<file path="config.mk">
export PLATFORM = sky130hd
export DESIGN_NAME = usb_suspend_remote_wake_ctrl
export DESIGN_NICKNAME = d
export VERILOG_FILES = /design/src/verilog/usb_suspend_remote_wake_ctrl.v /design/src/verilog/pending_store.v
export VERILOG_INCLUDE_DIRS = /design/src /design/src/verilog
export SDC_FILE = /design/constraint.sdc
export NUM_CORES = 1
export LEC_CHECK = 0
export BUFFER_PORTS_ARGS = -buffer_cell sky130_fd_sc_hd__buf_4
export CAP_MARGIN = 20
export CORE_MARGIN = 2
export CORE_UTILIZATION = 50
export DETAILED_ROUTE_END_ITERATION = 16
export GPL_TIMING_DRIVEN = 1
export PLACE_DENSITY = 0.69
export SKIP_CTS_REPAIR_TIMING = 1
export SLEW_MARGIN = 20
export SYNTH_ARGS = -nofsm -noshare
export SYNTH_HDL_FRONTEND = slang
export SYNTH_SLANG_ARGS = --single-unit
</file>
<file path="constraint.sdc">
create_clock -name clock -period 6.87 [get_ports clock]
set_clock_uncertainty 0.1 [all_clocks]
set_input_delay 0.687 -clock clock [delete_from_list [all_inputs] [get_ports clock]]
set_output_delay 0.687 -clock clock [all_outputs]
set_load 0.02 [all_outputs]
</file>
<file path="src/verilog/usb_pm_map.vh">
// Purpose: register map, field positions, reset values and timing for suspend/wake control
// Assumes: AXI4-Lite byte addresses are four times the register index
// Notes:   definitions only
`ifndef USB_PM_MAP_VH
`define USB_PM_MAP_VH

// Register indices as printed
`define IDX_SELF_POWERED     12'h3F2
`define IDX_REMOTE_WAKE      12'h3F3
`define IDX_CONTROL          12'h3F4
`define IDX_STATUS           12'h3F5
`define IDX_IRQ_STATUS       12'h3F6
`define IDX_IRQ_MASK         12'h3F7
`define ADDR_W               14

// Control fields
`define CTL_WAKE_ENABLE      0
`define CTL_SCAN_ENABLE      1

// Status fields
`define ST_SUSPENDED         0
`define ST_RADIO_ON          1
`define ST_DEEP_SLEEP        2
`define ST_WAKE_SIGNAL       3
`define ST_PENDING           4
`define ST_FAST_CLK          5
`define ST_OVERFLOW          6

// Interrupt fields
`define IRQ_SUSPEND          0
`define IRQ_RESUME           1
`define IRQ_REMOTE_WAKE      2
`define IRQ_OVERFLOW         3
`define IRQ_W                4

// Reset values
`define RST_SELF_POWERED     16'h0000
`define RST_REMOTE_WAKE      16'h0000
`define RST_CONTROL          2'h0

// Timing
`define CLK_MHZ              125
`define BUS_RATE_MHZ         12
`define RX_CLK_RATIO         4
`define WAKE_SIGNAL_US       1
`define WAKE_SIGNAL_CYC      (`WAKE_SIGNAL_US * `CLK_MHZ)
`define SCAN_PERIOD_US       1280
`define SCAN_PERIOD_CYC      (`SCAN_PERIOD_US * `CLK_MHZ)
`define SCAN_WINDOW_US       11
`define SCAN_WINDOW_CYC      (`SCAN_WINDOW_US * `CLK_MHZ)

`endif

</file>
<file path="src/verilog/usb_suspend_remote_wake_ctrl.v">
// Purpose: USB suspend/resume, power attribute, remote wake and radio gating
// Assumes: bus_suspend/bus_resume/tx_ready/radio_evt are asynchronous pins
// Notes:   registers over AXI4-Lite; one level interrupt output
`timescale 1ns/1ps
`include "usb_pm_map.vh"

module usb_suspend_remote_wake_ctrl #(
  parameter DW          = 8,
  parameter DEPTH       = 8,
  parameter AW          = 3,
  parameter SCAN_PERIOD = `SCAN_PERIOD_CYC
) (
  input  wire          clock,          // 125 MHz system clock
  input  wire          nrst,           // Async reset, active low
  input  wire [13:0]   s_axi_awaddr,   // Write address
  input  wire          s_axi_awvalid,  // Write address valid
  output reg           s_axi_awready,  // Write address ready
  input  wire [31:0]   s_axi_wdata,    // Write data
  input  wire [3:0]    s_axi_wstrb,    // Write strobes
  input  wire          s_axi_wvalid,   // Write data valid
  output reg           s_axi_wready,   // Write data ready
  output reg  [1:0]    s_axi_bresp,    // Write response
  output reg           s_axi_bvalid,   // Write response valid
  input  wire          s_axi_bready,   // Write response ready
  input  wire [13:0]   s_axi_araddr,   // Read address
  input  wire          s_axi_arvalid,  // Read address valid
  output reg           s_axi_arready,  // Read address ready
  output reg  [31:0]   s_axi_rdata,    // Read data
  output reg  [1:0]    s_axi_rresp,    // Read response
  output reg           s_axi_rvalid,   // Read data valid
  input  wire          s_axi_rready,   // Read data ready
  input  wire          bus_suspend,    // Bus idle/suspend seen (pin)
  input  wire          bus_resume,     // Host resume seen (pin)
  input  wire          tx_ready,       // Upstream link can send (pin)
  input  wire          radio_evt,      // Radio produced chip-to-host item (pin)
  input  wire [DW-1:0] radio_data,     // Item payload, stable with radio_evt
  output reg           tx_valid,       // Item on tx_data
  output reg  [DW-1:0] tx_data,        // Chip-to-host item
  output reg           remote_wake,    // Remote wake signalling upstream
  output reg           wake_capable,   // Advertised remote wake support
  output reg           self_powered,   // Self-powered descriptor attribute
  output reg           fast_clk_en,    // 48 MHz receive clock enable
  output reg           deep_sleep,     // Deep sleep request
  output reg           radio_enable,   // Radio allowed to run
  output reg           irq             // Interrupt, active high level
);
  localparam [3:0] S_ACTIVE  = 4'b0001;
  localparam [3:0] S_SUSPEND = 4'b0010;
  localparam [3:0] S_WAKE    = 4'b0100;
  localparam [3:0] S_WAITRES = 4'b1000;
  localparam [31:0] WAKE_CYC = `WAKE_SIGNAL_CYC;
  localparam [31:0] WIN_CYC  = `SCAN_WINDOW_CYC;

  function [11:0] word_idx;
    input [13:0] a;
    word_idx = a[13:2];
  endfunction

  function [15:0] merge16;
    input [15:0] old;
    input [31:0] d;
    input [3:0]  s;
    merge16 = {s[1] ? d[15:8] : old[15:8], s[0] ? d[7:0] : old[7:0]};
  endfunction

  // Pin synchronisers
  reg [3:0] s1_r, s2_r;
  reg       evt_d_r;
  reg [DW-1:0] data_s1_r;
  reg [DW-1:0] data_r;
  always @(posedge clock or negedge nrst) begin
    if (!nrst) begin
      s1_r    <= 4'h0;
      s2_r    <= 4'h0;
      evt_d_r <= 1'b0;
    end else begin
      s1_r    <= {radio_evt, tx_ready, bus_resume, bus_suspend};
      s2_r    <= s1_r;
      evt_d_r <= s2_r[3];
    end
  end
  wire susp_s  = s2_r[0];
  wire res_s   = s2_r[1];
  wire txrdy_s = s2_r[2];
  wire evt_p   = s2_r[3] && !evt_d_r;
  // Payload takes the same two stages as its strobe
  always @(posedge clock) begin
    data_s1_r <= radio_data;
    data_r    <= data_s1_r;
  end

  // Registers
  reg [15:0] self_pwr_r, wake_attr_r;
  reg [1:0]  ctl_r;
  reg [`IRQ_W-1:0] ist_r, imask_r;
  reg [3:0]  st_r;
  reg        ovf_r;

  wire self_pwr = self_pwr_r[0];
  wire wake_cap = wake_attr_r[0];
  wire rw_ok    = wake_cap && self_pwr;
  wire rw_armed = rw_ok && ctl_r[`CTL_WAKE_ENABLE];

  // AXI write
  wire       wr_go  = s_axi_awvalid && s_axi_wvalid && !s_axi_bvalid && !s_axi_awready;
  wire [11:0] widx  = word_idx(s_axi_awaddr);
  wire       w_hit  = (widx == `IDX_SELF_POWERED) || (widx == `IDX_REMOTE_WAKE) ||
                      (widx == `IDX_CONTROL) || (widx == `IDX_IRQ_STATUS) || (widx == `IDX_IRQ_MASK);
  reg [`IRQ_W-1:0] ev_set;

  always @(posedge clock or negedge nrst) begin
    if (!nrst) begin
      s_axi_awready <= 1'b0;
      s_axi_wready  <= 1'b0;
      s_axi_bvalid  <= 1'b0;
      s_axi_bresp   <= 2'h0;
      self_pwr_r    <= `RST_SELF_POWERED;
      wake_attr_r   <= `RST_REMOTE_WAKE;
      ctl_r         <= `RST_CONTROL;
      imask_r       <= {`IRQ_W{1'b0}};
      ist_r         <= {`IRQ_W{1'b0}};
    end else begin
      s_axi_awready <= wr_go;
      s_axi_wready  <= wr_go;
      if (wr_go) begin
        s_axi_bvalid <= 1'b1;
        s_axi_bresp  <= w_hit ? 2'h0 : 2'h2;
      end else if (s_axi_bready) begin
        s_axi_bvalid <= 1'b0;
      end
      if (wr_go && widx == `IDX_SELF_POWERED) begin
        self_pwr_r <= merge16(self_pwr_r, s_axi_wdata, s_axi_wstrb);
      end
      if (wr_go && widx == `IDX_REMOTE_WAKE) begin
        wake_attr_r <= merge16(wake_attr_r, s_axi_wdata, s_axi_wstrb);
      end
      if (wr_go && widx == `IDX_CONTROL && s_axi_wstrb[0]) begin
        ctl_r <= s_axi_wdata[1:0];
      end
      if (wr_go && widx == `IDX_IRQ_MASK && s_axi_wstrb[0]) begin
        imask_r <= s_axi_wdata[`IRQ_W-1:0];
      end
      // Set wins over a simultaneous write-one clear
      if (wr_go && widx == `IDX_IRQ_STATUS && s_axi_wstrb[0]) begin
        ist_r <= (ist_r & ~s_axi_wdata[`IRQ_W-1:0]) | ev_set;
      end else begin
        ist_r <= ist_r | ev_set;
      end
    end
  end

  // Pending store and transmit path
  wire          st_empty, st_full;
  wire [DW-1:0] st_dout;
  // No send on the edge that enters suspend
  wire          can_send = (st_r == S_ACTIVE) && !susp_s && txrdy_s && !tx_valid;
  wire          st_pop   = can_send && !st_empty;
  wire          st_push  = evt_p && radio_enable;

  pending_store #(.WIDTH(DW), .DEPTH(DEPTH), .AW(AW)) u_store (
    .clock (clock),
    .nrst  (nrst),
    .push  (st_push),
    .din   (data_r),
    .pop   (st_pop),
    .dout  (st_dout),
    .empty (st_empty),
    .full  (st_full)
  );

  // Suspend state machine
  reg [31:0] wcnt_r, scnt_r;
  reg [3:0]  st_nxt;
  always @* begin
    st_nxt = st_r;
    case (st_r)
      S_ACTIVE: begin
        if (susp_s) begin
          st_nxt = S_SUSPEND;
        end
      end
      S_SUSPEND: begin
        if (res_s) begin
          st_nxt = S_ACTIVE;
        end else if (rw_armed && !st_empty) begin
          st_nxt = S_WAKE;
        end
      end
      S_WAKE: begin
        if (res_s) begin
          st_nxt = S_ACTIVE;
        end else if (wcnt_r == 32'h0) begin
          st_nxt = S_WAITRES;
        end
      end
      S_WAITRES: begin
        // Traffic stays stored until the host resumes the bus
        if (res_s) begin
          st_nxt = S_ACTIVE;
        end
      end
      default: begin
        st_nxt = S_ACTIVE;
      end
    endcase
  end

  wire in_susp   = (st_nxt != S_ACTIVE);
  wire scan_on   = ctl_r[`CTL_SCAN_ENABLE] && (scnt_r < WIN_CYC);

  // Wake pulse length and scan duty counters
  always @(posedge clock or negedge nrst) begin
    if (!nrst) begin
      wcnt_r <= 32'h0;
      scnt_r <= 32'h0;
    end else begin
      if (st_nxt == S_WAKE && st_r != S_WAKE) begin
        wcnt_r <= WAKE_CYC - 32'h1;
      end else if (wcnt_r != 32'h0) begin
        wcnt_r <= wcnt_r - 32'h1;
      end
      // Scan period restarts on every suspend entry
      if (!in_susp || scnt_r >= SCAN_PERIOD - 1) begin
        scnt_r <= 32'h0;
      end else begin
        scnt_r <= scnt_r + 32'h1;
      end
    end
  end

  // Transmit register and sticky overflow; a full store drops the new item
  always @(posedge clock or negedge nrst) begin
    if (!nrst) begin
      tx_valid <= 1'b0;
      tx_data  <= {DW{1'b0}};
      ovf_r    <= 1'b0;
    end else begin
      tx_valid <= st_pop;
      if (st_pop) begin
        tx_data <= st_dout;
      end
      if (st_push && st_full) begin
        ovf_r <= 1'b1;
      end
    end
  end

  always @(posedge clock or negedge nrst) begin
    if (!nrst) begin
      st_r         <= S_ACTIVE;
      remote_wake  <= 1'b0;
      wake_capable <= 1'b0;
      self_powered <= 1'b0;
      fast_clk_en  <= 1'b1;
      deep_sleep   <= 1'b0;
      radio_enable <= 1'b1;
      irq          <= 1'b0;
    end else begin
      st_r         <= st_nxt;
      remote_wake  <= (st_nxt == S_WAKE);
      wake_capable <= wake_cap;
      self_powered <= self_pwr;
      fast_clk_en  <= !in_susp;
      // Self-powered radio runs in suspend; idle scans sleep between windows
      if (!in_susp) begin
        radio_enable <= 1'b1;
        deep_sleep   <= 1'b0;
      end else if (!self_pwr) begin
        radio_enable <= 1'b0;
        deep_sleep   <= 1'b1;
      end else if (rw_armed) begin
        radio_enable <= 1'b1;
        deep_sleep   <= !scan_on;
      end else begin
        radio_enable <= 1'b1;
        deep_sleep   <= !scan_on;
      end
      irq <= |(ist_r & imask_r);
    end
  end

  always @* begin
    ev_set = {`IRQ_W{1'b0}};
    ev_set[`IRQ_SUSPEND]     = (st_r == S_ACTIVE) && (st_nxt == S_SUSPEND);
    ev_set[`IRQ_RESUME]      = (st_r != S_ACTIVE) && (st_nxt == S_ACTIVE);
    ev_set[`IRQ_REMOTE_WAKE] = (st_r != S_WAKE) && (st_nxt == S_WAKE);
    ev_set[`IRQ_OVERFLOW]    = evt_p && radio_enable && st_full;
  end

  // AXI read
  wire [11:0] ridx = word_idx(s_axi_araddr);
  reg  [6:0]  stat;
  always @* begin
    stat                  = 7'h00;
    stat[`ST_SUSPENDED]   = (st_r != S_ACTIVE);
    stat[`ST_RADIO_ON]    = radio_enable;
    stat[`ST_DEEP_SLEEP]  = deep_sleep;
    stat[`ST_WAKE_SIGNAL] = remote_wake;
    stat[`ST_PENDING]     = !st_empty;
    stat[`ST_FAST_CLK]    = fast_clk_en;
    stat[`ST_OVERFLOW]    = ovf_r;
  end
  always @(posedge clock or negedge nrst) begin
    if (!nrst) begin
      s_axi_arready <= 1'b0;
      s_axi_rvalid  <= 1'b0;
      s_axi_rdata   <= 32'h0;
      s_axi_rresp   <= 2'h0;
    end else begin
      s_axi_arready <= s_axi_arvalid && !s_axi_rvalid && !s_axi_arready;
      if (s_axi_arvalid && !s_axi_rvalid && !s_axi_arready) begin
        s_axi_rvalid <= 1'b1;
        s_axi_rresp  <= 2'h0;
        case (ridx)
          `IDX_SELF_POWERED: s_axi_rdata <= {16'h0, self_pwr_r};
          `IDX_REMOTE_WAKE:  s_axi_rdata <= {16'h0, wake_attr_r};
          `IDX_CONTROL:      s_axi_rdata <= {30'h0, ctl_r};
          `IDX_STATUS:       s_axi_rdata <= {25'h0, stat};
          `IDX_IRQ_STATUS:   s_axi_rdata <= {28'h0, ist_r};
          `IDX_IRQ_MASK:     s_axi_rdata <= {28'h0, imask_r};
          default: begin
            s_axi_rdata <= 32'h0;
            s_axi_rresp <= 2'h2;
          end
        endcase
      end else if (s_axi_rready) begin
        s_axi_rvalid <= 1'b0;
      end
    end
  end
endmodule // usb_suspend_remote_wake_ctrl

</file>
<file path="src/verilog/pending_store.v">
// Purpose: holds chip-to-host words produced while the bus cannot carry them
// Assumes: one clock; push and pop come from same-domain logic
// Notes:   flip-flop storage addressed by index; full refuses, never overwrites
`timescale 1ns/1ps
module pending_store #(
  parameter WIDTH = 8,
  parameter DEPTH = 8,
  parameter AW    = 3
) (
  input  wire             clock,   // System clock
  input  wire             nrst,    // Async reset, active low
  input  wire             push,    // Write one word
  input  wire [WIDTH-1:0] din,     // Word written
  input  wire             pop,     // Take head word
  output wire [WIDTH-1:0] dout,    // Head word
  output wire             empty,   // Nothing held
  output wire             full     // No room
);
  reg [WIDTH-1:0] mem_r [0:DEPTH-1];
  reg [AW-1:0]    wr_r;
  reg [AW-1:0]    rd_r;
  reg [AW:0]      cnt_r;

  wire do_push = push && !full;
  wire do_pop  = pop && !empty;

  assign empty = (cnt_r == {(AW+1){1'b0}});
  assign full  = (cnt_r == DEPTH[AW:0]);
  assign dout  = mem_r[rd_r];

  always @(posedge clock) begin
    if (do_push) begin
      mem_r[wr_r] <= din;
    end
  end

  always @(posedge clock or negedge nrst) begin
    if (!nrst) begin
      wr_r  <= {AW{1'b0}};
      rd_r  <= {AW{1'b0}};
      cnt_r <= {(AW+1){1'b0}};
    end else begin
      if (do_push) begin
        wr_r <= (wr_r == DEPTH[AW-1:0] - 1'b1) ? {AW{1'b0}} : wr_r + 1'b1;
      end
      if (do_pop) begin
        rd_r <= (rd_r == DEPTH[AW-1:0] - 1'b1) ? {AW{1'b0}} : rd_r + 1'b1;
      end
      cnt_r <= cnt_r + {{AW{1'b0}}, do_push} - {{AW{1'b0}}, do_pop};
    end
  end
endmodule // pending_store

</file>
# Word level (Yosys, flattened, before mapping)
# Memory sizes are Yosys's and may differ from the RTL's. A register that Yosys moved wholly into a read port is not among the register bits.
# Index checks and enable logic that the tools add are counted.
op_classes:
  muxes: 26
  bitwise: 5
  n_reduce_logical: 58
  eq_ne: 24
  order_cmp: 2
  addsub: 6
ops:
  columns: ["cell", "count"]
  rows:
  - ["$eq A12 B10 Y1 const B", 11]
  - ["$mux W32", 3]
  - ["$pmux W16 S6", 1]
  - ["$add A32 B1 Y32 const B", 1]
  - ["$ge A32 B18 Y1 const B", 1]
  - ["$logic_not A32 Y1", 1]
  - ["$lt A32 B11 Y1 const B", 1]
  - ["$reduce_bool A32 Y1", 1]
  - ["$sub A32 B1 Y32 const B", 1]
  - ["$logic_and A1 B1 Y1", 29]
  - ["$mux W4", 7]
  - ["$pmux W4 S4", 1]
  - ["$logic_not A1 Y1", 12]
  - ["$mux W1", 10]
  - ["$and A4 B4 Y4", 2]
  - ["$eq A4 B1 Y1 const B", 2]
  - ["$eq A4 B2 Y1 const B", 2]
  - ["$eq A4 B3 Y1 const B", 2]
  - ["$eq A4 B4 Y1 const B", 2]
  - ["$ne A4 B1 Y1 const B", 2]
  - ["$or A4 B4 Y4", 2]
  - ["$reduce_and A2 Y1", 4]
  - ["$add A3 B1 Y3 const B", 2]
  - ["$eq A3 B3 Y1 const B", 2]
  - ["other kinds (11)", 19]
word_totals:
  register_bits: 194
  mem_count: 1
  ram_bits: 64
  output_inout_bits: 57
  in_bits: 83
  word_cells: 156
mem_list:
  columns: ["name", "words", "word_bits", "read_ports", "rd_clocked_by_memory_dff", "write_ports", "line_no", "rtl"]
  rows:
  - ["u_store.mem_r", 8, 8, 1, 1, 1, "pending_store.v:19", "reg [WIDTH-1:0] mem_r [0:DEPTH-1];"]

# Logic depth before layout (Yosys ltp)
# Gate-level depths: netlist (run 1).
depth:
  depth_word: 10
  depth_mapped: 13
  mapped_depth_nobuf: 12

# Cells and area by module
# Synthesis (run 1) repeated with hierarchy kept, for this count alone.
hier_totals:
  hier_cells: 791
  area_unflattened_um2: 10542.6
by_module_without_submodules:
  columns: ["module", "area_per_inst_um2", "seq_area_each_um2", "cells_per_inst", "n_inst"]
  rows:
  - ["usb_suspend_remote_wake_ctrl", 7432.1, 4277.9, 638, 1]
  - ["pending_store", 3110.5, 2172.1, 153, 1]

# Worst setup path after synthesis (run 1)
# Ideal clock, no wire load.
synth_timing:
  kind: "reg2reg"
  startpoint: "reg u_store.cnt_r[2]"
  endpoint: "reg u_store.cnt_r[2]"
  period_less_slack_ns: 2.596
  n_path_buf: 1
  stages_incl_launch_ff: 14
  setup_slack_ns: 4.274
  setup_ns: 0.123
  t_arrival_ns: 2.373
  required_time_ns: 6.647
  path_cell_list: "dfrtp_1 -> inv_1 -> ha_1 -> nor3b_1 -> nor4b_1 -> nand2_1 -> clkbuf_1 -> inv_1 -> ha_1 -> inv_1 -> ha_1 -> inv_1 -> fa_1 -> xnor2_1"
synth_between:
  elab_chain_cells: 5
  word_cells_on_any_way: 9
  cone_classes: "add/sub: 2; eq/ne: 1; reduce/logical: 6"
synth_rtl:
  columns: ["item", "line_no", "rtl"]
  rows:
  - ["from (decl)", "pending_store.v:22", "reg [AW:0] cnt_r;"]
  - ["from (signal assigned)", "pending_store.v:41", "cnt_r <= {(AW+1){1'b0}};"]
  - ["from (signal assigned)", "pending_store.v:49", "cnt_r <= cnt_r + {{AW{1'b0}}, do_push} - {{AW{1'b0}}, do_pop};"]
  - ["$logic_not A4 Y1", "pending_store.v:27", "assign empty = (cnt_r == {(AW+1){1'b0}});"]
  - ["$logic_not A1 Y1", "usb_suspend_remote_wake_ctrl.v:157", "wire st_pop = can_send && !st_empty;"]
  - ["$logic_and A1 B1 Y1", "usb_suspend_remote_wake_ctrl.v:157", null]
  - ["net st_pop", "usb_suspend_remote_wake_ctrl.v:157", null]
  - ["$logic_and A1 B1 Y1", "pending_store.v:25", "wire do_pop = pop && !empty;"]
  - ["$sub A4 B1 Y4", "pending_store.v:49", null]
# The timed path passes the listed nets, and every way through them passes these cells.
# A chain may end at the register's enable or synchronous reset.

# Final worst setup path (run 1)
# Same ends and word-level chain as after synthesis.

==> out/qor.csv, run 1 <==
stage,metric,value,unit
timing,Final setup viols,0,
routing,Initial DRC Count,317,
timing,final period utilization,0.483,
routing,ANT nets after route,0,
clock_network,Root Buffer,clkbuf_16,
power,Net Sw Frac,0.255,
synth,Post-Syn Area,10300,um2
clock_network,TritonCTS Buffers,26,
global_route,first-pass GRT wire length,32300,um
setup_path,Worst EP required,7170,ps
layout,Layout area overhead,17.5,%
floorplan,die height,148,um
floorplan,chip width,148,um
setup_path,CP Class,flop to flop,
synth,top_reg_cell synth,dfrtp_1,
clock_network,clk buf depth,3,
place,IO Port Bufs,99,
routing,Highest Signal Layer,met4,
power,Lkg Pwr,0.00537,uW
setup_path,worst flop-to-flop path startpoint,u_store.cnt_r[2],
routing,WL met3,862,um
timing,RSZ-0062 raised after global routing,false,
power,maximum VDD drop,0.326,mV
synth,sequential share of the synthesized area,0.626,
timing,minimum clock period,3320,ps
timing,WHS,158,ps
power,Power Internal,2640,uW
synth,"flops & latches, synth",248,
timing,max-slew violations,0,
clock_network,Sink Count,248,
place,Final GP Congestion,0.770,
timing,Setup WS post-layout,3550,ps
synth,Yosys top cell by area,dfrtp_1,
power,Psw,905,uW
synth,Post-synth EDFFs,64,
power,sequential power share,0.492,
floorplan,Std-Cell Rows,52,
clock_network,CTS H-tree depth,1,
global_route,initial antenna violation count,0,
routing,met2 WL,9630,um
layout,fin area,12100,um2
setup_path,r2r setup slk,3550,ps
layout,final net count,1002,
clock_network,"Clk Latency, worst-skew pair",530,ps
synth,asr flop ratio synth,0.677,
synth,Synth Instances,788,
setup_path,CP max FO,21,
power,PD cells,293,nW/um2
place,DP Wirelength,12900,um
synth,top-area cell type share of the netlist area,0.401,
place,pre-CTS setup slack,3520,ps
timing,setup tns final,0,ps
global_route,gr ovfl total,0,
synth,largest cells by area after synthesis,"dfrtp_1 (40%), edfxtp_1 (19%), mux2_2 (4.4%)",
min_path,Hold Startpoint,radio_data[3],
routing,detailed-route wire length per cell,16.2,um
synth,syn_area_per_cell,13.1,um2
floorplan,Core Region,20200,um2
setup_path,crit path from,u_store.cnt_r[2],
floorplan,Die ar.,21800,um2
timing,Final Hold Violating Endpoints,0,
setup_path,element type at the critical path end,flop,
min_path,Hold Path Class,primary input to flop,
routing,Via Count,6357,
timing,pin slew with the least headroom to its limit,1010,ps
floorplan,io pins,140,
routing,DRT met1 WL,8440,um
synth,post-synth cell types,65,
status,outcome,"finished, final reports clean",
synth,synth warn,0,
timing,relative slew slack,0.325,
routing,First-pass DRT Iterations,4,
global_route,largest net degree at the start of global routing,102,
routing,WL final,19300,um
global_route,vias in the first global route,6383,
timing,Max Fclk,301,MHz
setup_path,Startpoint Class,flop,
run,max-cap violation count,0,
power,Logic pwr share,0.137,
layout,# diodes,0,
setup_path,Reg-to-Reg End,u_store.cnt_r[2],
routing,DR vias/cell,5.32,
setup_path,Worst R2R Path Depth,12,
clock_network,CTS tree,yes,
global_route,GR Util All Layers,0.184,
routing,DRC errors left,0,
floorplan,Initial Util,0.509,
layout,fraction of layout cells with a size suffix above 1,0.240,
power,clock share of power,0.371,
setup_path,Critical Path End,u_store.cnt_r[2],
place,DP Area,11300,um2
setup_path,Worst Path Arrival,3620,ps
clock_network,clock-pin slew on the worst setup and hold paths,60,ps
layout,Fillers,1668,
## through the flow
stage	std cells	total power, uW	util
2_1_floorplan	819	2080	-
3_3_place_gp	1147	2260	0.557
3_5_place_dp	1147	2270	0.558
4_1_cts	1195	3600	0.598
5_1_grt	1196	3730	0.598
6_report	1196	3550	0.598
## final cells by class
class	instances	area [um2]	share of cell area
Clock buffer	39	731	0.0604
Clock inverter	9	82.6	0.00682
Inverter	22	82.6	0.00682
Multi-Input combinational cell	504	3640	0.301
Sequential cell	248	6450	0.533
Tap cell	270	338	0.0279
Timing Repair Buffer	104	782	0.0646
## critical path, cell delays in order (launching register included)
cell and delay, ps:
dfrtp_1 360, inv_1 100, ha_1 150, nor3b_1 610
nor4b_1 110, nand2_1 550, inv_1 140, ha_1 320
inv_1 50, ha_1 150, inv_1 50, fa_1 370
xnor2_1 130
## cell usage in the layout (no fill, tap or decap), types with 20 or more instances in the layout
cell and count:
conb_1 32, inv_1 22, nor2_1 62, xor2_1 21, dfrtp_1 164, o21ai_0 26
clkbuf_16 27, mux2_2 40, edfxtp_1 64, nand2_1 58, mux4_2 20, mux2i_1 24
buf_4 102
## flip-flops by register name, summed over array words and instances, names as in the netlist, 8 cells and up
| name | count |
|---|---|
| u_store.mem_r | 64 |
| scnt_r | 32 |
| wcnt_r | 32 |
| s_axi_rdata | 16 |
| self_pwr_r | 16 |
| wake_attr_r | 16 |
| data_r | 8 |
| data_s1_r | 8 |
| tx_data | 8 |
## Yosys cell counts, types with 9 or more instances
cell,n
a21oi_1,16
buf_4,20
clkbuf_1,18
dfrtp_1,165
dfxtp_1,16
edfxtp_1,64
ha_1,12
inv_1,22
mux2_2,40
mux2i_1,24
mux4_2,20
nand2_1,58
nand2b_1,9
nand3_1,15
nand4_1,10
nor2_1,62
nor3_1,17
nor4_1,16
o21ai_0,26
xnor2_1,13
xor2_1,21
## worst min-delay path by stage
stage	to	slack (ps)	cells after the start
2_1_floorplan	data_r[0]	210	0
3_3_place_gp	data_r[1]	210	0
3_5_place_dp	data_r[1]	210	0
4_1_cts	data_s1_r[5]	140	1
5_1_grt	data_s1_r[3]	140	1
6_report	data_s1_r[3]	160	1
## kinds of logic (layout without fill, tap and decap cells)
group                    Yosys count  count (layout)  synth area share
flip-flops                       248             248             0.626
AND/OR/NAND/NOR                  246             246             0.124
AO/OA/AOI/OAI                     95              95            0.0593
multiplexers                      84              84             0.111
buffers and inverters             67             174            0.0335
XOR/XNOR                          34              34            0.0289
adder cells (fa/ha/maj)           13              13            0.0165
other                              1              32          0.000364
## power groups by stage
stage                     clock network, uW  logic, uW  registers (uW)
after floorplan                           0        354            1730
after global placement                    0        484            1770
after detailed placement                  0        494            1780
after CTS                              1350        495            1750
after global routing                   1420        540            1770
final                                  1320        486            1750
## per-layer routing
metal	GRT usage	up-vias
met5	0	-
met4	0.0548	0
met3	0.0247	31
met2	0.318	122
met1	0.244	3146
li1	-	3058
(Power assumes the default switching activity.)
==> inputs of run 2 (changes only) <==
==> constraint.sdc (replaced) <==
create_clock -name clock -period 3.3 [get_ports clock]
set_clock_uncertainty 0.1 [all_clocks]
set_input_delay 0.33 -clock clock [delete_from_list [all_inputs] [get_ports clock]]
set_output_delay 0.33 -clock clock [all_outputs]
set_load 0.02 [all_outputs]
==> out/qor.csv, run 2 (synthesis gave the netlist of run 1 again) <==
stage,metric,value,unit,change
status,outcome,"finished, final reports clean",,
floorplan,Core Region,20200,um2,unchanged
routing,DR vias/cell,5.36,,+0.92%
routing,ANT nets after route,0,,unchanged
place,Final GP Congestion,0.803,,+4.3%
clock_network,clock-pin slew on the worst setup and hold paths,60,ps,about the same
timing,WHS,8.22,ps,-150 ps
floorplan,io pins,140,,unchanged
clock_network,TritonCTS Buffers,26,,unchanged
setup_path,CP max FO,3,,-86%
run,max-cap violation count,0,,unchanged
global_route,GR Util All Layers,0.189,,+0.00489
global_route,met3 usage,0.0296,,+0.00494
floorplan,Initial Util,0.509,,unchanged
clock_network,CTS tree,yes,,
layout,Final Instance Count excl. Fillers,1236,,+3.3%
layout,largest registers,"u_store.mem_r x64, scnt_r x32, wcnt_r x32",,
timing,relative slew slack,0.493,,+0.167
floorplan,Std-Cell Rows,52,,unchanged
layout,max reg flops,64,,unchanged
clock_network,Root Buffer,clkbuf_16,,
timing,Setup WS post-layout,564,ps,-2990 ps
global_route,largest net degree at the start of global routing,84,,-18%
global_route,gr ovfl total,0,,unchanged
setup_path,Worst EP required,3600,ps,-3570 ps
clock_network,"Clk Latency, worst-skew pair",520,ps,about the same
global_route,GR peak layer,met2,,
setup_path,Startpoint Class,flop,,
timing,Max Fclk,365,MHz,+21%
global_route,GR Util met1,0.252,,+0.00768
power,PD cells,606,nW/um2,+110%
timing,setup tns final,0,ps,unchanged
routing,WL final,20300,um,+4.9%
power,Pwr Total,7590,uW,+110%
floorplan,Die ar.,21800,um2,unchanged
layout,most frequent cells in the layout,"dfrtp_1 (165), buf_4 (115), edfxtp_1 (64)",,
floorplan,chip width,148,um,unchanged
clock_network,clk buf depth,3,,unchanged
routing,DRC errors left,0,,unchanged
timing,final period utilization,0.829,,+0.346
routing,Initial DRC Count,393,,+24%
routing,Via Count,6630,,+4.3%
global_route,initial antenna violation count,0,,unchanged
layout,# diodes,0,,unchanged
routing,First-pass DRT Iterations,5,,+1
timing,pin slew with the least headroom to its limit,761,ps,-251 ps
setup_path,element type at the critical path end,flop,,
routing,detailed-route wire length per cell,16.4,um,+1.5%
global_route,vias in the first global route,6496,,+1.8%
floorplan,die height,148,um,unchanged
layout,"most common cell after layout, fill and taps aside",dfrtp_1,,
timing,Final Hold Violating Endpoints,0,,unchanged
clock_network,CTS H-tree depth,1,,unchanged
layout,fraction of layout cells with a size suffix above 1,0.239,,-0.000610
layout,Layout area overhead,21.7,%,
layout,Reg with most FFs,u_store.mem_r,,
timing,Final setup viols,0,,unchanged
power,maximum VDD drop,0.649,mV,+99%
power,Lkg Pwr,0.00558,uW,+4.0%
timing,max-slew violations,0,,unchanged
timing,RSZ-0062 raised after global routing,false,,
timing,minimum clock period,2740,ps,-581 ps
place,pre-CTS setup slack,598,ps,-2920 ps
layout,final net count,1045,,+4.3%
setup_path,Worst Path Arrival,3040,ps,-580 ps
clock_network,Sink Count,248,,unchanged
place,IO Port Bufs,99,,unchanged
place,placed insts,1161,,+1.2%
global_route,met2 Use GR,0.323,,+0.00488
min_path,Hold Path Class,primary input to flop,,
setup_path,CP Class,flop to flop,,
place,DP Wirelength,13300,um,+3.0%
global_route,first-pass GRT wire length,33100,um,+2.7%
run 2: power breakdown:
part	total [uW]	leakage, uW	internal [uW]	switching, uW
combinational	1100	0.00224	568	532
sequential	3610	0.00293	3360	245
clock	2890	0.000416	1770	1120
run 2: worst paths after layout:
check / start / endpoint / slack, ps / depth (start not counted)
min in group asynchronous: nrst / scnt_r[2] / 340 / 2
max in group asynchronous: nrst / wcnt_r[11] / 1920 / 3
max reg2reg: u_store.cnt_r[2] / u_store.cnt_r[2] / 560 / 12
min: s_axi_wdata[1] / imask_r[1] / 8 / 2
max: u_store.cnt_r[2] / u_store.cnt_r[2] / 560 / 12
min reg2reg: data_s1_r[0] / data_r[0] / 230 / 0
run 2: routing by layer:
metal / part of all wire / routed length, um / vias up
met1: 0.43 / 8720 / 3301
met2: 0.51 / 10300 / 144
met5: 0 / 0 / -
met3: 0.041 / 832 / 36
li1: - / - / 3149
met4: 0.023 / 466 / 0
run 2: area by class of cell:
class | count | area [um2]
Timing Repair Buffer | 147 | 1190
Inverter | 22 | 82.6
Multi-Input combinational cell | 504 | 3620
Fill cell | 1597 | 7700
Clock buffer | 37 | 733
Clock inverter | 8 | 114
Tap cell | 270 | 338
Sequential cell | 248 | 6450
run 2: metrics by stage:
step | util | cell area, um2
3_3_place_gp | 0.563 | 11400
4_1_cts | 0.605 | 12200
6_report | 0.619 | 12500
2_1_floorplan | - | 10400
5_1_grt | 0.619 | 12500
3_5_place_dp | 0.563 | 11400
run 2: critical path, stage by stage, from the launching register on:
cell and delay, ps:
dfrtp_1 360, inv_1 100, ha_1 140, nor3b_1 580
nor4b_1 110, nand2_1 120, inv_1 60, ha_1 280
inv_1 50, ha_1 150, inv_1 50, fa_1 380
xnor2_1 130
